$ cat config.mk
export PLATFORM = sky130hd
export DESIGN_NAME = fsl_dev_flat
export DESIGN_NICKNAME = d
export VERILOG_FILES = /design/src/core/fsl_pkg.sv /design/src/core/fsl_spi_if.sv /design/src/core/fsl_dev.sv /design/src/flat_wrapper.sv
export VERILOG_INCLUDE_DIRS = /design/src /design/src/core
export SDC_FILE = /design/constraint.sdc
export NUM_CORES = 1
export LEC_CHECK = 0
export ABC_AREA = 1
export ABC_CLOCK_PERIOD_IN_PS = 2670
export BUFFER_PORTS_ARGS = -buffer_cell sky130_fd_sc_hd__buf_2
export CAP_MARGIN = 40
export CORE_AREA = 2 2 168 137
export CTS_CLUSTER_DIAMETER = 120
export DETAILED_ROUTE_END_ITERATION = 7
export DIE_AREA = 0 0 170 139
export PLACE_DENSITY = 0.53
export SYNTH_ARGS = -nofsm -noshare
export SYNTH_HDL_FRONTEND = slang
export SYNTH_SLANG_ARGS = --single-unit
$ cat constraint.sdc
create_clock -name ref_clk_in -period 2.67 [get_ports ref_clk_in]
set_clock_uncertainty 0.15 [all_clocks]
set_input_delay 0.4005 -clock ref_clk_in [delete_from_list [all_inputs] [get_ports ref_clk_in]]
set_output_delay 0.4005 -clock ref_clk_in [all_outputs]
set_load 0.02 [all_outputs]
$ cat src/core/fsl_params.svh
// Constants shared by both ends of the flash lock/reset command link.
// Assumes a 10 MHz system clock and a serial clock made by the host end.
`ifndef FSL_PARAMS_SVH
`define FSL_PARAMS_SVH

// ******************************************
// Opcodes
// ******************************************
`define FSL_OP_SEC_READ 8'h48
`define FSL_OP_LOCK_ONE 8'h36
`define FSL_OP_UNLOCK_ONE 8'h39
`define FSL_OP_LOCK_READ 8'h3d
`define FSL_OP_LOCK_ALL 8'h7e
`define FSL_OP_UNLOCK_ALL 8'h98
`define FSL_OP_RST_ARM 8'h66
`define FSL_OP_RST_GO 8'h99

// ******************************************
// Frame bit counts
// ******************************************
`define FSL_OPC_BITS 6'h08
`define FSL_ADDR_END 6'h20
`define FSL_SEC_START 6'h28
`define FSL_ADDR_BITS 6'h18
`define FSL_DUMMY_BITS 6'h08

// ******************************************
// Address fields
// ******************************************
`define FSL_SEC_HI_MSB 23
`define FSL_SEC_HI_LSB 16
`define FSL_SEC_MID_MSB 11
`define FSL_SEC_MID_LSB 8
`define FSL_SEC_SEL_MSB 15
`define FSL_SEC_SEL_LSB 12
`define FSL_SEC_BYTE_MSB 7
`define FSL_SEC_HI_ZERO 8'h00
`define FSL_SEC_MID_ZERO 4'h0
`define FSL_SEC_SEL_MIN 4'h1
`define FSL_SEC_SEL_MAX 4'h3
`define FSL_LOCK_UNITS 32
`define FSL_LOCK_IDX_MSB 20
`define FSL_LOCK_IDX_LSB 16
`define FSL_LOCK_ALL_SET 32'hffff_ffff
`define FSL_LOCK_ALL_CLR 32'h0000_0000

// ******************************************
// Timing
// ******************************************
`define FSL_CLK_PERIOD_NS 100
`define FSL_T_RST_NS 30000
`define FSL_RST_CYCLES \
  ((`FSL_T_RST_NS + `FSL_CLK_PERIOD_NS - 1) / `FSL_CLK_PERIOD_NS)
`define FSL_HOST_DIV_LAST 3'h7

// ******************************************
// Host command registers
// ******************************************
`define FSL_HREG_CMD 4'h0
`define FSL_HREG_ADDR 4'h1
`define FSL_HREG_CTRL 4'h2
`define FSL_HREG_STAT 4'h3
`define FSL_HREG_RDATA 4'h4
`define FSL_CTRL_ADDR_EN 0
`define FSL_CTRL_DUMMY_EN 1
`define FSL_CTRL_LEN_MSB 15
`define FSL_CTRL_LEN_LSB 8

`endif

$ cat src/core/fsl_pkg.sv
// Types for the flash lock/reset command link: state records of both ends.
// Assumes fsl_params.svh is on the include path.
`include "fsl_params.svh"

package fsl_pkg;

  typedef enum logic [2:0] {
    FSL_H_IDLE,
    FSL_H_LOW,
    FSL_H_HIGH,
    FSL_H_TAIL,
    FSL_H_CSHI
  } fsl_host_state_t;

  typedef struct packed {
    logic [2:0] cs_s;
    logic [2:0] ck_s;
    logic [1:0] si_s;
    logic frame_ok;
    logic [5:0] bit_cnt;
    logic [7:0] opcode;
    logic [23:0] addr;
    logic rd_ok;
    logic [7:0] tx_sh;
    logic [2:0] tx_idx;
    logic so;
    logic so_oe;
    logic [1:0] sec_sel;
    logic [7:0] sec_byte;
    logic [`FSL_LOCK_UNITS-1:0] lock;
    logic armed;
    logic [8:0] rec_cnt;
    logic rst_pulse;
  } fsl_dev_st_t;

  typedef struct packed {
    fsl_host_state_t state;
    logic [1:0] so_s;
    logic cs_n;
    logic sclk;
    logic mosi;
    logic [2:0] div;
    logic [31:0] sh;
    logic [11:0] bit_no;
    logic [11:0] total;
    logic [5:0] tx_bits;
    logic [7:0] rx_sh;
    logic [7:0] rx_data;
    logic [7:0] rx_cnt;
    logic [7:0] opcode;
    logic [23:0] addr;
    logic [31:0] rdata;
  } fsl_host_st_t;

endpackage : fsl_pkg

$ cat src/core/fsl_spi_if.sv
// Serial link between the flash command end and the host end.
// Assumes both ends run on the same system clock; no clocking here.
`timescale 1ns/100ps

interface fsl_spi_if;
  logic cs_n;
  logic sclk;
  logic serial_in;
  logic so;
  logic so_oe;
  logic so_line;

  // Output pin floats high through a pull-up when nobody drives it
  assign so_line = so_oe ? so : 1'b1;

  modport dev (
    input cs_n,
    input sclk,
    input serial_in,
    output so,
    output so_oe
  );

  modport host (
    output cs_n,
    output sclk,
    output serial_in,
    input so_line
  );
endinterface : fsl_spi_if

$ cat src/core/fsl_dev.sv
// Flash-side command end: security register read, block locks, soft reset.
// Assumes the link pins are asynchronous to ref_clk_in and the serial
// clock is well below a quarter of ref_clk_in.
//
// Operation
// - Security read: 48h, address, eight dummy clocks
// - Sample on rising, drive MSB first falling
// - Byte address increments, FFh wraps to 00h
// - Security read ignored while busy
// - Register select from address bits 15-12
// - Lock bits protect only when select set
// - All lock bits set after any reset
// - 36h plus address locks one unit
// - 39h plus address unlocks one unit
// - 3Dh plus address returns unit lock
// - Returned LSB one means locked
// - 7Eh alone sets every lock bit
// - 98h alone clears every lock bit
// - Lock commands need write enable latch set
// - Reset needs 66h then 99h frames
// - Other command after 66h disarms reset
// - Reset aborts work, restores volatile defaults
// - No commands during 30us recovery
// - Host checks busy and suspend first; fsl_host sends 66h and 99h without checking either
// - Security read runs until chip select rises
//
// Design decisions made here: the plain strobed port and the address map.
`timescale 1ns/100ps
`include "fsl_params.svh"

module fsl_dev (
  input wire logic ref_clk_in, // System clock, 10 MHz
  input wire logic reset_n_in, // Synchronous reset, active low
  fsl_spi_if.dev spi, // Serial link to the host end
  input wire logic busy_in, // Erase/program/write cycle running
  input wire logic write_enable_latch_in, // Write enable latch state
  input wire logic per_unit_lock_select_in, // Use per-unit locks
  input wire logic range_protect_in, // Protection from range bits
  input wire logic [4:0] prot_unit_in, // Unit asked about
  input wire logic [7:0] sec_rd_data_in, // Security register byte
  output logic [9:0] sec_rd_addr_out, // Register and byte address
  output logic protected_out, // Asked unit is protected
  output logic [`FSL_LOCK_UNITS-1:0] lock_bits_out, // Lock map
  output logic sw_reset_out, // One-cycle soft reset pulse
  output logic recovering_out // Reset recovery in progress
);

  fsl_pkg::fsl_dev_st_t st_q;
  fsl_pkg::fsl_dev_st_t st_d;

  logic cs_high;
  logic cs_fall;
  logic cs_rise;
  logic ck_rise;
  logic ck_fall;
  logic sec_addr_ok;
  logic [5:0] data_start;
  logic [7:0] out_byte;
  logic [`FSL_LOCK_IDX_MSB-`FSL_LOCK_IDX_LSB:0] unit_idx;

  // ******************************************
  // Pin edges, seen only from the second flop onward
  // ******************************************
  assign cs_high = st_q.cs_s[1];
  assign cs_fall = ~st_q.cs_s[1] & st_q.cs_s[2];
  assign cs_rise = st_q.cs_s[1] & ~st_q.cs_s[2];
  assign ck_rise = ~cs_high & st_q.ck_s[1] & ~st_q.ck_s[2];
  assign ck_fall = ~cs_high & ~st_q.ck_s[1] & st_q.ck_s[2];

  assign unit_idx = st_q.addr[`FSL_LOCK_IDX_MSB:`FSL_LOCK_IDX_LSB];

  // ******************************************
  // Next state
  // ******************************************
  always_comb begin
    st_d = st_q;
    st_d.rst_pulse = 1'b0;
    st_d.cs_s = {st_q.cs_s[1:0], spi.cs_n};
    st_d.ck_s = {st_q.ck_s[1:0], spi.sclk};
    st_d.si_s = {st_q.si_s[0], spi.serial_in};
    sec_addr_ok = 1'b0;
    out_byte = 8'h00;
    data_start = (st_q.opcode == `FSL_OP_SEC_READ) ?
                 `FSL_SEC_START : `FSL_ADDR_END;

    if (st_q.rec_cnt != 9'h000) begin
      st_d.rec_cnt = st_q.rec_cnt - 9'h001;
    end

    if (cs_fall) begin
      // A frame that starts during recovery is ignored whole
      st_d.frame_ok = (st_q.rec_cnt == 9'h000);
    end

    // Command and address bits
    if (ck_rise && st_q.frame_ok) begin
      if (st_q.bit_cnt < `FSL_OPC_BITS) begin
        st_d.opcode = {st_q.opcode[6:0], st_q.si_s[1]};
      end else if (st_q.bit_cnt < `FSL_ADDR_END) begin
        st_d.addr = {st_q.addr[22:0], st_q.si_s[1]};
      end
      if (st_q.bit_cnt != `FSL_SEC_START) begin
        st_d.bit_cnt = st_q.bit_cnt + 6'h01;
      end
      if (st_q.bit_cnt == `FSL_ADDR_END - 6'h01) begin
        sec_addr_ok =
          (st_d.addr[`FSL_SEC_HI_MSB:`FSL_SEC_HI_LSB] == `FSL_SEC_HI_ZERO) &&
          (st_d.addr[`FSL_SEC_MID_MSB:`FSL_SEC_MID_LSB] ==
           `FSL_SEC_MID_ZERO) &&
          (st_d.addr[`FSL_SEC_SEL_MSB:`FSL_SEC_SEL_LSB] >=
           `FSL_SEC_SEL_MIN) &&
          (st_d.addr[`FSL_SEC_SEL_MSB:`FSL_SEC_SEL_LSB] <=
           `FSL_SEC_SEL_MAX);
        st_d.sec_sel = st_d.addr[`FSL_SEC_SEL_LSB+1:`FSL_SEC_SEL_LSB];
        st_d.sec_byte = st_d.addr[`FSL_SEC_BYTE_MSB:0];
        if (st_q.opcode == `FSL_OP_SEC_READ) begin
          st_d.rd_ok = sec_addr_ok & ~busy_in;
        end else begin
          st_d.rd_ok = (st_q.opcode == `FSL_OP_LOCK_READ);
        end
      end
    end

    // Read data, one bit per falling edge, MSB first
    if (ck_fall && st_q.frame_ok && st_q.rd_ok &&
        st_q.bit_cnt >= data_start) begin
      if (st_q.tx_idx == 3'h0) begin
        if (st_q.opcode == `FSL_OP_SEC_READ) begin
          out_byte = sec_rd_data_in;
          st_d.sec_byte = st_q.sec_byte + 8'h01;
        end else begin
          out_byte = {7'h00, st_q.lock[unit_idx]};
        end
        st_d.so = out_byte[7];
        st_d.tx_sh = {out_byte[6:0], 1'b0};
      end else begin
        st_d.so = st_q.tx_sh[7];
        st_d.tx_sh = {st_q.tx_sh[6:0], 1'b0};
      end
      st_d.tx_idx = st_q.tx_idx + 3'h1;
      st_d.so_oe = 1'b1;
    end

    // End of frame: execute write-type commands
    if (cs_rise && st_q.frame_ok) begin
      if (st_q.bit_cnt == `FSL_OPC_BITS) begin
        if (write_enable_latch_in) begin
          if (st_q.opcode == `FSL_OP_LOCK_ALL) begin
            st_d.lock = `FSL_LOCK_ALL_SET;
          end else if (st_q.opcode == `FSL_OP_UNLOCK_ALL) begin
            st_d.lock = `FSL_LOCK_ALL_CLR;
          end
        end
      end else if (st_q.bit_cnt == `FSL_ADDR_END) begin
        if (write_enable_latch_in) begin
          if (st_q.opcode == `FSL_OP_LOCK_ONE) begin
            st_d.lock[unit_idx] = 1'b1;
          end else if (st_q.opcode == `FSL_OP_UNLOCK_ONE) begin
            st_d.lock[unit_idx] = 1'b0;
          end
        end
      end
      if (st_q.bit_cnt >= `FSL_OPC_BITS) begin
        // Any whole command other than a bare 66h leaves reset disarmed
        st_d.armed = (st_q.opcode == `FSL_OP_RST_ARM) &&
                     (st_q.bit_cnt == `FSL_OPC_BITS);
        if (st_q.armed && st_q.opcode == `FSL_OP_RST_GO &&
            st_q.bit_cnt == `FSL_OPC_BITS) begin
          st_d.lock = `FSL_LOCK_ALL_SET;
          st_d.rec_cnt = 9'(`FSL_RST_CYCLES);
          st_d.rst_pulse = 1'b1;
        end
      end
      st_d.frame_ok = 1'b0;
    end

    if (cs_high) begin
      st_d.bit_cnt = 6'h00;
      st_d.tx_idx = 3'h0;
      st_d.so_oe = 1'b0;
      st_d.rd_ok = 1'b0;
    end
  end

  // ******************************************
  // State register
  // ******************************************
  always_ff @(posedge ref_clk_in) begin
    if (!reset_n_in) begin
      st_q <= '0;
      st_q.cs_s <= 3'h7;
      st_q.lock <= `FSL_LOCK_ALL_SET;
    end else begin
      st_q <= st_d;
    end
  end

  // ******************************************
  // User side
  // ******************************************
  assign spi.so = st_q.so;
  assign spi.so_oe = st_q.so_oe;
  assign sec_rd_addr_out = {st_q.sec_sel, st_q.sec_byte};
  assign lock_bits_out = st_q.lock;
  assign sw_reset_out = st_q.rst_pulse;
  assign recovering_out = (st_q.rec_cnt != 9'h000);
  assign protected_out = per_unit_lock_select_in ?
                         st_q.lock[prot_unit_in] : range_protect_in;

endmodule : fsl_dev

$ cat src/flat_wrapper.sv
// flat-port wrapper written by rule: the top's interface ports become plain ports
module fsl_dev_flat 
  (ref_clk_in, reset_n_in, busy_in, write_enable_latch_in, per_unit_lock_select_in, range_protect_in, prot_unit_in, sec_rd_data_in, sec_rd_addr_out, protected_out, lock_bits_out, sw_reset_out, recovering_out, spi_cs_n, spi_sclk, spi_serial_in, spi_so, spi_so_oe);
  fsl_spi_if spi_i ();
  input wire logic ref_clk_in;
  input wire logic reset_n_in;
  input wire logic busy_in;
  input wire logic write_enable_latch_in;
  input wire logic per_unit_lock_select_in;
  input wire logic range_protect_in;
  input wire logic [4:0] prot_unit_in;
  input wire logic [7:0] sec_rd_data_in;
  output logic [9:0] sec_rd_addr_out;
  output logic protected_out;
  output logic [`FSL_LOCK_UNITS-1:0] lock_bits_out;
  output logic sw_reset_out;
  output logic recovering_out;
  input wire logic [$bits(spi_i.cs_n)-1:0] spi_cs_n;
  input wire logic [$bits(spi_i.sclk)-1:0] spi_sclk;
  input wire logic [$bits(spi_i.serial_in)-1:0] spi_serial_in;
  output wire logic [$bits(spi_i.so)-1:0] spi_so;
  output wire logic [$bits(spi_i.so_oe)-1:0] spi_so_oe;
  assign spi_i.cs_n = spi_cs_n;
  assign spi_i.sclk = spi_sclk;
  assign spi_i.serial_in = spi_serial_in;
  assign spi_so = spi_i.so;
  assign spi_so_oe = spi_i.so_oe;
  fsl_dev u_core (.ref_clk_in(ref_clk_in), .reset_n_in(reset_n_in), .spi(spi_i), .busy_in(busy_in), .write_enable_latch_in(write_enable_latch_in), .per_unit_lock_select_in(per_unit_lock_select_in), .range_protect_in(range_protect_in), .prot_unit_in(prot_unit_in), .sec_rd_data_in(sec_rd_data_in), .sec_rd_addr_out(sec_rd_addr_out), .protected_out(protected_out), .lock_bits_out(lock_bits_out), .sw_reset_out(sw_reset_out), .recovering_out(recovering_out));
endmodule
Word-level counts from Yosys, hierarchy flattened
Cells that the tools add are included.

Bits in registers: 114. Output and inout port bits: 47. Logic and storage cells: 116.

Add/subtract/negate cells: 4. Magnitude comparators: 9. Equality and inequality tests: 12. Multiplexer cells: 33. Bitwise logic cells: 16. Reduce and logical (&&, ||, !) cells: 24.

Operators by type and width (count): two-way mux 32 bit (9); two-way mux 24 bit (3); two-way mux 8 bit (7); two-way mux 43 bit (1); AND 32 bit (1); inverter 32 bit (1); OR 32 bit (1); == test 8 x 6 -> 1 bit (second input constant) (3); == test 8 x 7 -> 1 bit (second input constant) (3); two-way mux 10 bit (2); == test 8 bit (second input constant) (2); logical AND 1 bit (12); < comparator 5 x 6 -> 1 bit (second input constant) (2); binary-select mux 1 bit (select 5 bit) (2); logical NOT 9 bit (1); two-way mux 9 bit (1); nonzero test 9 bit (1); subtractor 9 x 1 -> 9 bit (second input constant) (1); adder 8 x 1 -> 8 bit (second input constant) (1); logical NOT 8 bit (1); AND reduction 2 bit (4); AND 1 bit (7); adder 6 x 1 -> 6 bit (second input constant) (1); == test 6 x 4 -> 1 bit (second input constant) (1); 19 further kinds (30).

Depth between registers and ports, before layout
Word-level depth: 14. Mapped depth: 15. Gate-level depth less buffers: 15.

Worst setup path before layout
No wires, ideal clock.

Kind: input to output. From: in prot_unit_in[0]. To: out protected_out. Arrival: 1.576 ns. Setup slack: 0.544 ns. Cell stages on the path: 9. Buffers on the path: 1. Path through: clkbuf_1 -> a21oi_1 -> o21ai_0 -> nand3_1 -> nand2_1 -> nand2_1 -> nand3_1 -> nand2_1 -> o21ai_0.

Cells in the longest elaborated chain, start to end: 3.

RTL lines: start: declaration (line flat_wrapper.sv:11) `input wire logic [4:0] prot_unit_in;`; binary-select mux 1 bit (select 5 bit) (line fsl_dev.sv:208) `st_q.lock[prot_unit_in] : range_protect_in;`; two-way mux 1 bit (implied by the code) (line fsl_dev.sv:208); two-way mux 1 bit (line fsl_dev.sv:207) `assign protected_out = per_unit_lock_select_in ?`; end: declaration (line flat_wrapper.sv:14) `output logic protected_out;`.

No other way between the ends. The select of a mux whose other input is x is not followed.

Final worst setup path
From: reg u_core.st_q[1] in the netlist's numbering. To: out recovering_out.

Cells in the longest elaborated chain, start to end: 1.

RTL lines: start: declaration (line fsl_dev.sv:48) `fsl_pkg::fsl_dev_st_t st_q;`; start signal: assignment (line fsl_dev.sv:194) `st_q <= st_d;`; nonzero test 9 bit (line fsl_dev.sv:206) `assign recovering_out = (st_q.rec_cnt != 9'h000);`; end: declaration (line flat_wrapper.sv:17) `output logic recovering_out;`.

No other way between the ends.

==> impl_results.md <==
- Result of the run: finished, final reports clean
- Leakage power total: 4.05 nW
- Port-buffer cells: 68
- Initial standard-cell utilization of the core: 34.3%
- Synth Cell Area: 0.00757 mm2
- Maximum operating frequency: 0.408 GHz
- Crit path launch type: flop
- Switching power: 1.27 mW
- Post-CTS Setup Bufs: 0
- Share of layout cells above drive strength 1: 13.0%
- Total of cells resized after clock tree synthesis: 0
- Commonest cells after routing, fill and taps aside: nand2_1 (342), nor2_1 (125), dfxtp_1 (113)
- Total via count after detailed routing: 7674
- Drt wl/cell: 14.7 um
- Slew at the pin closest to its max-slew limit: 0.728 ns
- Total of flip-flops plus latches after synthesis: 113
- Root buffer cell: clkbuf_16
- Post-Route Setup TNS: 0 ns
- Initial DRC count: 728
- Clock slew at reported path FFs: 0.06 ns
- Largest stage delay, worst path: 0.34 ns
- Count of nets after finishing: 1255
- Fraction of the yosys area taken by sequential cells: 29.9%
- Width of the chip: 170 um
- DR vias/cell: 5.05
- Count of different cell masters after synthesis: 38
- GP Congestion: 0.846
- Cell-by-cell listing of the critical path: inv_1 > ha_1 > nand2_1 > inv_1 > nand4_1 > buf_2
- Placed instance area: 0.00781 mm2
- Hold Vio Cnt, Final: 0
- Power share of the sequential group: 39.4%
- Maximum vdd drop: 0.000391 V
- FP Rows: 49
- Sum of overflow across all layers after global routing: 0
- Largest fanout of any net on the critical path: 6
- Antenna violations before repair: 0
- HPWL Detailed: 15.0 mm
- Drt pass-1 iters: 5
- Maximum number of pins on one net before global-route repair: 66
- Area growth syn-to-layout: 11.2%
- Number of antenna-violating nets in the routed design: 0
- Vias in the first global route: 6732
- Mapped Nets: 1250
- Total detailed-routing wirelength: 22.4 mm
- Power per cell area: 533 mW/mm2
- Flop-to-flop setup slack: 0.37 ns
- Worst path bufs/invs: 3
- Die area: 0.0236 mm2
- Post-synthesis area per instance: 6.20 um2
- Minimum period implied by the final worst setup slack: 2.45 ns
- WP data arrival: 1.90 ns
- Clock insertion delay at the later pin of the skew report: 0.43 ns
- Most common cell after layout, fill and taps aside: nand2_1
- Final Power: 4.49 mW
- Crit Path Category: flop to output port
- Worst path slowest cell: nand4_1
- Area of the placeable core: 0.0221 mm2
- Worst slew margin relative to its limit: 51.3%
- Total internal power: 3.22 mW
- Overall fraction of global-route tracks in use: 19.1%
- Final instance area: 0.00842 mm2
- ANT cells: 0
- Switching part of the total: 28.2%
- Height of the die: 139 um
- Unrepaired setup endpoints after global routing: no
- Global-route wire length before repair: 36.1 mm
- Clock sinks: 113
- CTS tree: built
- Final count of pins violating max slew: 0
- Number of top-level pins: 69
- Combinational Power Share: 9.3%
- Total of hold buffers inserted after clock tree synthesis: 2
- Instance count of the mapped netlist: 1221
- Total number of H-tree levels: 4
- Hold Crit Class: primary input to flop
- Finish-stage setup viols: 0
- Part of the cycle the worst path needs: 91.7%
- Remaining DRCs: 0
- Cell class contributing the biggest share of worst-path delay: buffers and inverters
- Critical path data required time: 2.12 ns
- Clock buffers created by TritonCTS: 17
- Most common cell type on the critical path: inv_1
- Total of max-cap violations: 0
- Clock Path Buffers: 2
- Clk network pwr share: 51.3%
- Setup crit end kind: output port
- Synth warnings: 0
[layer usage]
metal | part of all wire [%] | track usage, % | routed length, um | vias up
li1 | - | - | - | 4000
met1 | 51 | 28.7 | 11300 | 3450
met2 | 42 | 27.5 | 9390 | 197
met3 | 5.9 | 3.31 | 1320 | 27
met4 | 1.5 | 5.49 | 340 | 0
met5 | 0 | 0 | 0 | -
[logic make-up after synthesis]
family	share of synthesized area, %
AOI/OAI and AO/OA	17.7
buffers and inverters	14.5
and+or+nand+nor	35.7
DFF	29.9
xor gates and xnor gates	1.16
adders and majority gates	1.16
[metrics by stage]
stage	utilization, %	setup WS (ns)	hold WS [ns]	std cells
after CTS	38.1	0.206	0.00155	1519
after global placement	35.4	0.337	0.244	1485
after floorplan	-	0.544	0.240	1221
after global routing	38.1	0.0460	0.0112	1519
final	38.1	0.220	0.0139	1519
after detailed placement	35.4	0.314	0.248	1485
[power by group through the flow]
stage	clock network, mW	registers [mW]	logic (mW)
2_1_floorplan	0	1.80	0.311
3_3_place_gp	0	1.81	0.416
3_5_place_dp	0	1.80	0.419
4_1_cts	2.35	1.77	0.425
5_1_grt	2.42	1.77	0.475
6_report	2.30	1.77	0.420
[flip-flops by register name (all words and copies together) (netlist names)]
name / cells
u_core.st_q: 63
u_core.sw_reset_out: 1
u_core.spi.so: 1
u_core.st_d: 4
u_core.lock_bits_out: 32
u_core.cs_high: 1
u_core.sec_rd_addr_out: 10
u_core.spi.so_oe: 1
[cell usage after synthesis, drive strengths merged]
master	count	area, um2
clkinv	1	3.75
a311oi	1	8.76
nand3b	3	22.5
a21oi	120	638
a31oi	2	12.5
nor4	1	6.26
nor2	130	510
buf	79	552
o21a	2	15.0
nand2	348	1340
xor2	7	61.3
clkbuf	30	113
nand4	72	450
nor3	11	71.3
dfxtp	113	2260
ha	7	87.6
nor3b	2	15.0
o211ai	20	150
a211oi	2	15.0
o21ai	100	500
xnor2	3	26.3
or2	2	12.5
inv	113	427
nand3	52	275
[path summary, 6_finish.rpt]
check	start	to	depth (start not counted)
worst max-delay path	u_core.st_q[1]	recovering_out	6
worst min-delay path	spi_cs_n	u_core.st_d[112]	2
worst max register to register	u_core.st_q[93]	u_core.st_q[57]	14
worst min register to register	u_core.st_d[107]	u_core.st_q[107]	2
[layout make-up]
type	instances	area (um2)
clock inverter	15	163
inverter	114	430
multi-input combinational	885	4230
clock buffer	17	425
fill	2395	13700
timing repair buffer	95	561
sequential	113	2260
tap	280	350
Power figures use the tool's default switching activity.
